## config.mk

```make
export PLATFORM = sky130hd
export DESIGN_NAME = micp_mem_end_flat
export DESIGN_NICKNAME = d
export VERILOG_FILES = /design/src/hdl/micp_pkg.sv /design/src/hdl/micp_link_if.sv /design/src/hdl/micp_mem_end.sv /design/src/flat_wrapper.sv
export SDC_FILE = /design/constraint.sdc
export NUM_CORES = 1
export LEC_CHECK = 0
export CORE_UTILIZATION = 25
export DETAILED_ROUTE_END_ITERATION = 16
export DONT_BUFFER_PORTS = 1
export PLACE_DENSITY = 0.41
export SETUP_SLACK_MARGIN = 0.15
export SYNTH_ARGS = -nofsm -noshare
export SYNTH_HDL_FRONTEND = slang
export SYNTH_SLANG_ARGS = --single-unit
export TNS_END_PERCENT = 10
```

## constraint.sdc

```tcl
create_clock -name clk_sys -period 2.35 [get_ports clk_sys]
set_input_delay 0.3525 -clock clk_sys [delete_from_list [all_inputs] [get_ports clk_sys]]
set_output_delay 0.3525 -clock clk_sys [all_outputs]
set_load 0.005 [all_outputs]
```

## src/hdl/micp_pkg.sv

```systemverilog
`default_nettype none
package micp_pkg;
	// link field widths
	localparam int ADDR_W   = 22;
	localparam int BANK_W   = 3;
	localparam int DATA_W   = 18;
	localparam int WR_BEATS = 2;

	// timing: system clock and the link clock made by the controller end
	localparam int CLK_PERIOD_PS  = 4000;
	localparam int LINK_PERIOD_NS = 64;
	localparam int QTR_CYC        = (LINK_PERIOD_NS * 1000) / (4 * CLK_PERIOD_PS);
	localparam int FAULT_CYC      = 4;

	// reset values
	localparam logic [ADDR_W-1:0] CFG_RST = 22'h000000;

	// positions of the command pins in a packed triple
	localparam int PIN_CS  = 2;
	localparam int PIN_WE  = 1;
	localparam int PIN_REF = 0;

	typedef enum logic [2:0] {
		MICP_NOP      = 3'b000,
		MICP_READ     = 3'b001,
		MICP_WRITE    = 3'b010,
		MICP_REFRESH  = 3'b011,
		MICP_CFG_LOAD = 3'b100
	} micp_cmd_t;

	// command from {select_n, write_n, refresh_n}; deselect gives no command
	function automatic micp_cmd_t micp_decode(input logic [2:0] pins);
		micp_cmd_t k;
		k = MICP_NOP;
		if (!pins[PIN_CS]) begin
			case ({pins[PIN_WE], pins[PIN_REF]})
				2'h3: k = MICP_READ;
				2'h2: k = MICP_REFRESH;
				2'h1: k = MICP_WRITE;
				default: k = MICP_CFG_LOAD;
			endcase
		end
		return k;
	endfunction

	// pin levels that carry a command
	function automatic logic [2:0] micp_encode(input micp_cmd_t k);
		logic [2:0] p;
		p = 3'h7;
		case (k)
			MICP_READ:     p = 3'h3;
			MICP_WRITE:    p = 3'h1;
			MICP_REFRESH:  p = 3'h2;
			MICP_CFG_LOAD: p = 3'h0;
			default:       p = 3'h7;
		endcase
		return p;
	endfunction
endpackage
`default_nettype wire

```

## src/hdl/micp_link_if.sv

```systemverilog
`timescale 1ns/1ps
`default_nettype none
interface micp_link_if;
	import micp_pkg::*;
	logic              cmd_clock_true;
	logic              cmd_clock_comp;
	logic              wdata_strobe_clock;
	logic              wdata_strobe_clock_comp;
	logic [ADDR_W-1:0] row_col_select_lines;
	logic [BANK_W-1:0] bank_select_lines;
	logic              dev_select_n;
	logic              write_cmd_n;
	logic              refresh_cmd_n;
	logic [DATA_W-1:0] write_data_in;
	logic              write_beat_mask;

	modport ctrl (
		output cmd_clock_true,
		output cmd_clock_comp,
		output wdata_strobe_clock,
		output wdata_strobe_clock_comp,
		output row_col_select_lines,
		output bank_select_lines,
		output dev_select_n,
		output write_cmd_n,
		output refresh_cmd_n,
		output write_data_in,
		output write_beat_mask
	);

	modport mem (
		input cmd_clock_true,
		input cmd_clock_comp,
		input wdata_strobe_clock,
		input wdata_strobe_clock_comp,
		input row_col_select_lines,
		input bank_select_lines,
		input dev_select_n,
		input write_cmd_n,
		input refresh_cmd_n,
		input write_data_in,
		input write_beat_mask
	);
endinterface
`default_nettype wire

```

## src/hdl/micp_mem_end.sv

```systemverilog
`timescale 1ns/1ps
`default_nettype none
// Operation
// - address and command taken at cmd clock rise
// - read/write take address as row/column location
// - config load stores address as settings
// - bank lines choose the command's bank
// - decoder enabled only while select is low
// - deselect ignores commands, running bursts continue
// - write data sampled on both strobe edges
// - all data bits use one strobe pair
// - masked beat is not stored
// - mask sampled per beat, both edges
// - controller drives both halves of clocks
// - command from write, refresh and select
module micp_mem_end #(
	parameter int WR_BEATS  = micp_pkg::WR_BEATS,
	parameter int FAULT_CYC = micp_pkg::FAULT_CYC
) (
	input  wire logic                                    clk_sys,
	input  wire logic                                    arst_n,
	input  wire logic                                    ce,
	micp_link_if.mem                                     link,
	output logic                                         cmd_valid,
	output micp_pkg::micp_cmd_t                          cmd_kind,
	output logic [micp_pkg::BANK_W-1:0]                  cmd_bank,
	output logic [micp_pkg::ADDR_W-1:0]                  cmd_row_col,
	output logic                                         cfg_load,
	output logic [micp_pkg::ADDR_W-1:0]                  cfg_settings,
	output logic                                         wbeat_valid,
	output logic                                         wbeat_store,
	output logic [micp_pkg::DATA_W-1:0]                  wbeat_data,
	output logic [$clog2(WR_BEATS+1)-1:0]                wbeat_index,
	output logic [micp_pkg::BANK_W-1:0]                  wbeat_bank,
	output logic [micp_pkg::ADDR_W-1:0]                  wbeat_row_col,
	output logic                                         write_active,
	output logic                                         clk_fault
);
	import micp_pkg::*;

	localparam int SYNC_W = 7 + BANK_W + ADDR_W + DATA_W + 1;
	localparam int BC_W   = $clog2(WR_BEATS + 1);
	localparam int FC_W   = $clog2(FAULT_CYC + 1);

	typedef enum logic [0:0] {
		MICP_WS_IDLE  = 1'b0,
		MICP_WS_BURST = 1'b1
	} micp_wstate_t;

	// synchroniser and edge history
	logic [SYNC_W-1:0] sync1_reg;
	logic [SYNC_W-1:0] sync2_reg;
	logic              cclk_prev_reg, cclk_prev_next;
	logic              sclk_prev_reg, sclk_prev_next;

	// unpacked, synchronised link
	logic              s_cclk;
	logic              s_cclk_c;
	logic              s_sclk;
	logic              s_sclk_c;
	logic              s_cs_n;
	logic              s_we_n;
	logic              s_ref_n;
	logic [BANK_W-1:0] s_bank;
	logic [ADDR_W-1:0] s_addr;
	logic [DATA_W-1:0] s_data;
	logic              s_mask;

	// decoded events
	logic              cclk_rise;
	logic              sclk_edge;
	micp_cmd_t         kind;
	logic              mismatch;

	// command side state
	logic              cmd_valid_reg, cmd_valid_next;
	micp_cmd_t         cmd_kind_reg, cmd_kind_next;
	logic [BANK_W-1:0] cmd_bank_reg, cmd_bank_next;
	logic [ADDR_W-1:0] cmd_row_col_reg, cmd_row_col_next;
	logic              cfg_load_reg, cfg_load_next;
	logic [ADDR_W-1:0] cfg_reg, cfg_next;

	// write burst state
	micp_wstate_t      wstate_reg, wstate_next;
	logic [BC_W-1:0]   wleft_reg, wleft_next;
	logic [BANK_W-1:0] wbank_reg, wbank_next;
	logic [ADDR_W-1:0] waddr_reg, waddr_next;
	logic              wbeat_valid_reg, wbeat_valid_next;
	logic              wbeat_store_reg, wbeat_store_next;
	logic [DATA_W-1:0] wbeat_data_reg, wbeat_data_next;
	logic [BC_W-1:0]   wbeat_index_reg, wbeat_index_next;

	// clock pair watchdog
	logic [FC_W-1:0]   mis_cnt_reg, mis_cnt_next;
	logic              fault_reg, fault_next;

	// every link pin passes the same two stages, so data keeps its place
	// relative to the clock edges; costs two cycles of latency
	always_ff @(posedge clk_sys or negedge arst_n) begin
		if (!arst_n) begin
			sync1_reg <= '0;
			sync2_reg <= '0;
		end else if (ce) begin
			sync1_reg <= {link.cmd_clock_true, link.cmd_clock_comp,
				link.wdata_strobe_clock, link.wdata_strobe_clock_comp,
				link.dev_select_n, link.write_cmd_n, link.refresh_cmd_n,
				link.bank_select_lines, link.row_col_select_lines,
				link.write_data_in, link.write_beat_mask};
			sync2_reg <= sync1_reg;
		end
	end

	assign {s_cclk, s_cclk_c, s_sclk, s_sclk_c, s_cs_n, s_we_n, s_ref_n,
		s_bank, s_addr, s_data, s_mask} = sync2_reg;

	// edge finders on the synchronised clocks
	assign cclk_rise = s_cclk && !cclk_prev_reg;
	assign sclk_edge = s_sclk ^ sclk_prev_reg;
	assign kind      = micp_decode({s_cs_n, s_we_n, s_ref_n});
	assign mismatch  = (s_cclk == s_cclk_c) || (s_sclk == s_sclk_c);

	// capture, decode and write beat sampling
	always_comb begin
		cclk_prev_next   = s_cclk;
		sclk_prev_next   = s_sclk;
		cmd_valid_next   = 1'b0;
		cmd_kind_next    = cmd_kind_reg;
		cmd_bank_next    = cmd_bank_reg;
		cmd_row_col_next = cmd_row_col_reg;
		cfg_load_next    = 1'b0;
		cfg_next         = cfg_reg;
		wstate_next      = wstate_reg;
		wleft_next       = wleft_reg;
		wbank_next       = wbank_reg;
		waddr_next       = waddr_reg;
		wbeat_valid_next = 1'b0;
		wbeat_store_next = 1'b0;
		wbeat_data_next  = wbeat_data_reg;
		wbeat_index_next = wbeat_index_reg;
		mis_cnt_next     = mis_cnt_reg;
		fault_next       = fault_reg;

		// a running burst ignores the select line entirely
		if (sclk_edge && (wstate_reg == MICP_WS_BURST)) begin
			wbeat_valid_next = 1'b1;
			wbeat_data_next  = s_data;
			wbeat_store_next = !s_mask;
			wbeat_index_next = BC_W'(WR_BEATS) - wleft_reg;
			wleft_next       = wleft_reg - BC_W'(1);
			if (wleft_reg == BC_W'(1)) begin
				wstate_next = MICP_WS_IDLE;
			end
		end

		// deselected or idle pins decode to no command and leave state alone
		if (cclk_rise && (kind != MICP_NOP)) begin
			cmd_valid_next = 1'b1;
			cmd_kind_next  = kind;
			cmd_bank_next  = s_bank;
			case (kind)
				MICP_READ: begin
					cmd_row_col_next = s_addr;
				end
				MICP_WRITE: begin
					cmd_row_col_next = s_addr;
					// a new write restarts the beat count
					wstate_next      = MICP_WS_BURST;
					wleft_next       = BC_W'(WR_BEATS);
					wbank_next       = s_bank;
					waddr_next       = s_addr;
				end
				MICP_CFG_LOAD: begin
					cfg_next      = s_addr;
					cfg_load_next = 1'b1;
				end
				default: begin
				end
			endcase
		end

		// sticky fault if a clock pair stops being complementary
		if (mismatch) begin
			if (mis_cnt_reg == FC_W'(FAULT_CYC)) begin
				fault_next = 1'b1;
			end else begin
				mis_cnt_next = mis_cnt_reg + FC_W'(1);
			end
		end else begin
			mis_cnt_next = '0;
		end
	end

	always_ff @(posedge clk_sys or negedge arst_n) begin
		if (!arst_n) begin
			cclk_prev_reg   <= 1'b0;
			sclk_prev_reg   <= 1'b0;
			cmd_valid_reg   <= 1'b0;
			cmd_kind_reg    <= MICP_NOP;
			cmd_bank_reg    <= '0;
			cmd_row_col_reg <= '0;
			cfg_load_reg    <= 1'b0;
			cfg_reg         <= CFG_RST;
			wstate_reg      <= MICP_WS_IDLE;
			wleft_reg       <= '0;
			wbank_reg       <= '0;
			waddr_reg       <= '0;
			wbeat_valid_reg <= 1'b0;
			wbeat_store_reg <= 1'b0;
			wbeat_data_reg  <= '0;
			wbeat_index_reg <= '0;
			mis_cnt_reg     <= '0;
			fault_reg       <= 1'b0;
		end else if (ce) begin
			cclk_prev_reg   <= cclk_prev_next;
			sclk_prev_reg   <= sclk_prev_next;
			cmd_valid_reg   <= cmd_valid_next;
			cmd_kind_reg    <= cmd_kind_next;
			cmd_bank_reg    <= cmd_bank_next;
			cmd_row_col_reg <= cmd_row_col_next;
			cfg_load_reg    <= cfg_load_next;
			cfg_reg         <= cfg_next;
			wstate_reg      <= wstate_next;
			wleft_reg       <= wleft_next;
			wbank_reg       <= wbank_next;
			waddr_reg       <= waddr_next;
			wbeat_valid_reg <= wbeat_valid_next;
			wbeat_store_reg <= wbeat_store_next;
			wbeat_data_reg  <= wbeat_data_next;
			wbeat_index_reg <= wbeat_index_next;
			mis_cnt_reg     <= mis_cnt_next;
			fault_reg       <= fault_next;
		end
	end

	// user side, all from flops
	assign cmd_valid     = cmd_valid_reg;
	assign cmd_kind      = cmd_kind_reg;
	assign cmd_bank      = cmd_bank_reg;
	assign cmd_row_col   = cmd_row_col_reg;
	assign cfg_load      = cfg_load_reg;
	assign cfg_settings  = cfg_reg;
	assign wbeat_valid   = wbeat_valid_reg;
	assign wbeat_store   = wbeat_store_reg;
	assign wbeat_data    = wbeat_data_reg;
	assign wbeat_index   = wbeat_index_reg;
	assign wbeat_bank    = wbank_reg;
	assign wbeat_row_col = waddr_reg;
	assign write_active  = (wstate_reg == MICP_WS_BURST);
	assign clk_fault     = fault_reg;
endmodule
`default_nettype wire

```

## src/flat_wrapper.sv

```systemverilog
// flat-port wrapper written by rule: the top's interface ports become plain ports
module micp_mem_end_flat import micp_pkg::*;
#(
	parameter int WR_BEATS  = micp_pkg::WR_BEATS,
	parameter int FAULT_CYC = micp_pkg::FAULT_CYC
)
  (clk_sys, arst_n, ce, cmd_valid, cmd_kind, cmd_bank, cmd_row_col, cfg_load, cfg_settings, wbeat_valid, wbeat_store, wbeat_data, wbeat_index, wbeat_bank, wbeat_row_col, write_active, clk_fault, link_cmd_clock_true, link_cmd_clock_comp, link_wdata_strobe_clock, link_wdata_strobe_clock_comp, link_row_col_select_lines, link_bank_select_lines, link_dev_select_n, link_write_cmd_n, link_refresh_cmd_n, link_write_data_in, link_write_beat_mask);
  micp_link_if link_i ();
  input  wire logic clk_sys;
  input  wire logic arst_n;
  input  wire logic ce;
  output logic cmd_valid;
  output micp_pkg::micp_cmd_t cmd_kind;
  output logic [micp_pkg::BANK_W-1:0] cmd_bank;
  output logic [micp_pkg::ADDR_W-1:0] cmd_row_col;
  output logic cfg_load;
  output logic [micp_pkg::ADDR_W-1:0] cfg_settings;
  output logic wbeat_valid;
  output logic wbeat_store;
  output logic [micp_pkg::DATA_W-1:0] wbeat_data;
  output logic [$clog2(WR_BEATS+1)-1:0] wbeat_index;
  output logic [micp_pkg::BANK_W-1:0] wbeat_bank;
  output logic [micp_pkg::ADDR_W-1:0] wbeat_row_col;
  output logic write_active;
  output logic clk_fault;
  input wire logic [$bits(link_i.cmd_clock_true)-1:0] link_cmd_clock_true;
  input wire logic [$bits(link_i.cmd_clock_comp)-1:0] link_cmd_clock_comp;
  input wire logic [$bits(link_i.wdata_strobe_clock)-1:0] link_wdata_strobe_clock;
  input wire logic [$bits(link_i.wdata_strobe_clock_comp)-1:0] link_wdata_strobe_clock_comp;
  input wire logic [$bits(link_i.row_col_select_lines)-1:0] link_row_col_select_lines;
  input wire logic [$bits(link_i.bank_select_lines)-1:0] link_bank_select_lines;
  input wire logic [$bits(link_i.dev_select_n)-1:0] link_dev_select_n;
  input wire logic [$bits(link_i.write_cmd_n)-1:0] link_write_cmd_n;
  input wire logic [$bits(link_i.refresh_cmd_n)-1:0] link_refresh_cmd_n;
  input wire logic [$bits(link_i.write_data_in)-1:0] link_write_data_in;
  input wire logic [$bits(link_i.write_beat_mask)-1:0] link_write_beat_mask;
  assign link_i.cmd_clock_true = link_cmd_clock_true;
  assign link_i.cmd_clock_comp = link_cmd_clock_comp;
  assign link_i.wdata_strobe_clock = link_wdata_strobe_clock;
  assign link_i.wdata_strobe_clock_comp = link_wdata_strobe_clock_comp;
  assign link_i.row_col_select_lines = link_row_col_select_lines;
  assign link_i.bank_select_lines = link_bank_select_lines;
  assign link_i.dev_select_n = link_dev_select_n;
  assign link_i.write_cmd_n = link_write_cmd_n;
  assign link_i.refresh_cmd_n = link_refresh_cmd_n;
  assign link_i.write_data_in = link_write_data_in;
  assign link_i.write_beat_mask = link_write_beat_mask;
  micp_mem_end #(.WR_BEATS(WR_BEATS), .FAULT_CYC(FAULT_CYC)) u_core (.clk_sys(clk_sys), .arst_n(arst_n), .ce(ce), .link(link_i), .cmd_valid(cmd_valid), .cmd_kind(cmd_kind), .cmd_bank(cmd_bank), .cmd_row_col(cmd_row_col), .cfg_load(cfg_load), .cfg_settings(cfg_settings), .wbeat_valid(wbeat_valid), .wbeat_store(wbeat_store), .wbeat_data(wbeat_data), .wbeat_index(wbeat_index), .wbeat_bank(wbeat_bank), .wbeat_row_col(wbeat_row_col), .write_active(write_active), .clk_fault(clk_fault));
endmodule
```

== Word level (Yosys, flattened, before mapping) ==
Index checks and enable logic that the tools add are counted.
Word-level totals
  output and inout port bits: 101
  bits in registers: 210
  input port bits: 54
  word-level logic and storage cells: 66
Operators by class
  muxes and demuxes: 16
  bitwise gates (word level): 1
  equal/unequal tests: 11
  reduce and logical (&&, ||, !) cells: 15
  add/sub/neg operators: 3
Operators by type and width (count)
  $reduce_and 3->1: 4
  $mux 1: 9
  $mux 3: 3
  $pmux 3 s3: 1
  $eq 3x3->1 const B: 2
  $mux 2: 3
  $reduce_and 2->1: 3
  $eq 2x1->1 const B: 2
  $eq 2x2->1 const B: 2
  $add 3x1->3 const B: 1
  $eq 3x1->1 const B: 1
  $eq 3x2->1 const B: 1
  $logic_and 1x1->1: 3
  $reduce_bool 3->1: 1
  $eq 1x1->1: 2
  $logic_not 1->1: 2
  $ne 2x2->1 const B: 1
  $reduce_or 2->1: 1
  $sub 2x1->2 const B: 1
  $sub 2x2->2 const A: 1
  $logic_or 1x1->1: 1
  $xor 1x1->1: 1

== Longest topological paths before layout ==
  depth in word-level cells: 6
  depth in mapped cells: 7
  depth with buffers taken out: 5

== Worst setup path after synthesis ==
OpenSTA, ideal clock, no wires.
  path type: reg2reg
  start: reg u_core.sync2_reg[44]
  end: reg u_core.cfg_reg[10], in the netlist u_core.cfg_settings[10]
  path slack: 0.572 ns
  library setup time: 0.128 ns
  cell stages (with the launch flop): 7
  period minus slack after synthesis: 1.778 ns
  data required time: 2.222 ns
  buffers on the path: 1
  arrival time: 1.651 ns
  path through: dfrtp_1 > inv_1 > ha_1 > nor3b_1 > nand4b_1 > buf_2 > mux2_1
Between the ends
  cells in the longest elaborated chain, start to end: 6
  elaborated cells on any way between the ends: 9
  those cells by class: eq/ne (4); mux (2); reduce/logical (3)
Ends and longest elaborated chain
  from (decl): line micp_mem_end.sv:52  | logic [SYNC_W-1:0] sync2_reg;
  from (signal assigned): line micp_mem_end.sv:109  | sync2_reg <= sync1_reg;
  $eq 2x1->1 or $eq 2x2->1 (tied branches): line micp_pkg.sv:36  | case ({pins[PIN_WE], pins[PIN_REF]})
  $pmux 3 s3 (*): line micp_pkg.sv:36
  $mux 3 (*): line micp_pkg.sv:35  | if (!pins[PIN_CS]) begin
  $reduce_bool 3->1: line micp_mem_end.sv:156  | if (cclk_rise && (kind != MICP_NOP)) begin
  $logic_and 1x1->1: line micp_mem_end.sv:156
  $reduce_and 3->1 (no line) (*)
  to (signal assigned): line micp_mem_end.sv:221  | cfg_reg <= cfg_next;
  to (decl): line micp_mem_end.sv:81  | logic [ADDR_W-1:0] cfg_reg, cfg_next;
Mark *: on every way between the ends. The rest lies on a longest branch, timed or not.
A chain may end at the register's enable or synchronous reset.

== Worst setup path in the final report ==
  start: reg u_core.sync2_reg[44]
  end: reg u_core.waddr_reg[0], in the netlist u_core.wbeat_row_col[0]
Between the ends
  cells in the longest elaborated chain, start to end: 6
  elaborated cells on any way between the ends: 9
  those cells by class: eq/ne (4); mux (2); reduce/logical (3)
Ends and longest elaborated chain
  $eq 2x1->1 or $eq 2x2->1 (tied branches): line micp_pkg.sv:36
  $pmux 3 s3 (*): line micp_pkg.sv:36
  $mux 3 (*): line micp_pkg.sv:35
  $reduce_bool 3->1: line micp_mem_end.sv:156
  $logic_and 1x1->1: line micp_mem_end.sv:156
  $reduce_and 3->1 (no line) (*)
  to (signal assigned): line micp_mem_end.sv:225  | waddr_reg <= waddr_next;
  to (decl): line micp_mem_end.sv:87  | logic [ADDR_W-1:0] waddr_reg, waddr_next;
Marks and branches as above.

==> run_results.csv <==
group,metric,value,unit
run_status,status,"complete, but fails checks",
run_status,violations,"hold timing",
clocking,clk_latency,0.51,ns
logic_synthesis,syn-cell-area,8039,sq um
logic_synthesis,synth_cell_types,33,
global_route,grtUsageTotal,10.88,%
routing,routed_wl,17450,microns
critical_path,worst-r2r-setup-slack,0.45,ns
layout,area_growth,23.25,%
clocking,cts_buffer_depth,3,
layout,nNetsFinal,615,
logic_synthesis,ys_warn_count,0,
critical_path,worstPathRequired,2.74,ns
power,p_comb_share,11.5,%
routing,via_per_inst,4.332,
logic_synthesis,syn_area_per_cell,16.31,sq um
critical_path,crit_fanout,25,
floorplanning,die_width,181.3,microns
layout,stdcell_count,975,
sta,hold_slack,-0.4573,ns
clocking,clkTransAtPathRegs,0.06,ns
sta,rsz0062_at_grt,"false",
floorplanning,core_area,31640,sq um
sta,timing.final.hold_violations,210,
power,seqPwrFrac,50.0,%
critical_path,start_kind,"register",
place,dp_hpwl,10380,microns
power,p_per_area,1077,nW/um^2
critical_path,worstRegToRegCells,6,
place,place_congestion,0.6651,
sta,finalCritPeriodShare,80.71,%
floorplanning,ios,155,
routing,drc,0,
power,p_sw,2.678,mW
logic_synthesis,ys_seq_elements,210,
sta,min_period,1.897,ns
sta,maxSlewViolCount,0,
critical_path,crit_chain,"inv_1 -> ha_1 -> nor2_1 -> and4b_2 -> buf_12 -> mux2_2",
clocking,cts_buffers,25,
critical_path,critPathKind,"register to register",
power,vdd_drop_max,0.0005052,V
clocking,cts-root-buf,"clkbuf_16",
clocking,h-tree-depth,1,
logic_synthesis,synth_nets,553,
power,clockPowerShare,38.5,%
critical_path,crit_start,"u_core.sync2_reg[44]",
logic_synthesis,synthFlopType,"dfrtp_1",
place,dpl.cell_count,877,
global_route,grt_max_degree,211,
power,intPower,7.998,mW
place,port_buffers,0,
sta,fmax,527.2,MHz
routing,drtPass1Iterations,4,
critical_path,r2r_end,"u_core.wbeat_row_col[0]",
floorplanning,dieArea,32880,sq um
run,drv_cap,0,
routing,final_antenna_net_count,0,
global_route,antenna_found_initial,1,
logic_synthesis,async_flop_share,100.0,%
critical_path,slowest_stage,"dfrtp_1",
sta,skew,0.005948,ns
hold_path,hp-class,"input pin to async pin",
logic_synthesis,syn_inst,493,
clocking,clock_sink_count,210,
critical_path,crit_arrival,2.29,ns
logic_synthesis,synth_edf_count,0,
global_route,grt_pass1_wl,28170,microns
sta,worstMarginPinSlew,0.5671,ns
sta,maxSlewHeadroom,62.20,%
global_route,overflow,0,
logic_synthesis,yosysSeqAreaShare,65.37,%
power,p_sw_share,25.08,%
global_route,grt_pass1_vias,4646,
critical_path,reg2reg_from,"u_core.sync2_reg[44]",
layout,post-route-util,31.32,%
clocking,cts_hold_buf,53,
sta,setup-tns-final,0,ns
sta,setup_viol,0,
floorplanning,die_y,181.3,microns
routing,drt_iter0_markers,150,
power,p_leak,4.329,nW
routing,vias,4224,
floorplanning,start_util,25.41,%
critical_path,cp-end-kind,"register",
critical_path,max_stage_delay,0.35,ns
clocking,cts_tree,"built",
routing,wl_per_cell,17.89,microns
clocking,cts.repair.resized,0,
floorplanning,rows,65,
layout,drive_above_1_share,33.92,%
clocking,cts_setup_buffers,0,
how the worst max path moves through the flow:
stage                                          end  slack (ns)  depth (start not counted)
after floorplan            u_core.cfg_settings[10]        0.57                          6
after global placement       u_core.cmd_row_col[0]        0.49                          6
after detailed placement    u_core.cmd_row_col[18]        0.44                          6
after CTS                  u_core.wbeat_row_col[0]        0.43                          6
after global routing      u_core.wbeat_row_col[19]        0.32                          6
final                      u_core.wbeat_row_col[0]        0.45                          6
layout make-up:
class | instances | area, sq um
fill | 3107 | 21730
clock buffer | 37 | 720.7
sequential | 210 | 5255
multi-input combinational | 251 | 2614
antenna | 1 | 2.502
timing repair buffer | 57 | 615.6
clock inverter | 7 | 160.2
inverter | 10 | 37.54
tap | 402 | 503.0
cells by family after synthesis:
group	share of synthesized area (%)
simple gates	1.681
fa+ha+maj	0.9338
buf+inv	2.163
xor+xnor	0.4359
mux	27.18
flops	65.37
compound gates	2.241
through the flow:
stage	worst slack, ns	area, sq um	power, mW
6_report	0.4533	9908	10.68
3_3_place_gp	0.4880	8477	6.483
4_1_cts	0.4339	9906	10.93
3_5_place_dp	0.4413	8477	6.594
2_1_floorplan	0.5715	8039	6.119
5_1_grt	0.3169	9908	11.32
power by group through the flow:
stage | combinational (mW) | clock [mW] | sequential, mW
2_1_floorplan | 1.03 | 0 | 5.09
3_3_place_gp | 1.08 | 0 | 5.41
5_1_grt | 1.37 | 4.44 | 5.50
6_report | 1.23 | 4.11 | 5.34
4_1_cts | 1.26 | 4.29 | 5.38
3_5_place_dp | 1.16 | 0 | 5.44
synthesized netlist by cell type, types with 2 or more instances:
library cell | count | area share, %
nand2_1 | 5 | 0.23
mux2_1 | 45 | 6.3
nand3b_1 | 2 | 0.19
o211ai_1 | 2 | 0.19
xnor2_1 | 3 | 0.33
o21ai_0 | 10 | 0.62
o2111ai_1 | 4 | 0.44
nor2_1 | 3 | 0.14
inv_1 | 10 | 0.47
buf_2 | 16 | 1.0
a21o_1 | 3 | 0.28
a21oi_1 | 4 | 0.25
dfrtp_1 | 210 | 65
buf_6 | 4 | 0.56
mux2_2 | 149 | 21
ha_1 | 6 | 0.93
layer usage:
metal  up-vias  GRT usage (%)  part of all wire, %
met4         0          3.186                  2.7
li1       1880              -                    -
met1      2187          12.80                   40
met5         -              0                    0
met3        28          4.253                  8.7
met2       129          18.25                   48
critical path, delay by kind of cell (launching register included):
kind | cells | cell delay, ns
adders and majority gates | 1 | 0.22
buffers and inverters | 2 | 0.30
DFF | 1 | 0.35
muxes | 1 | 0.35
and+or+nand+nor | 2 | 0.54
cell usage in the layout, fill, tap and decap left out, types with 5 or more instances in the layout:
master and instances:
dfrtp_1 210, mux2_2 149, dlygate4sd3_1 52, mux2_1 45, clkbuf_16 25, inv_1 10, o21ai_0 10, clkbuf_1 7
ha_1 6, nand2_1 5, bufinv_16 5, clkbuf_8 5
Note: power is estimated with default switching activity, not from simulation.
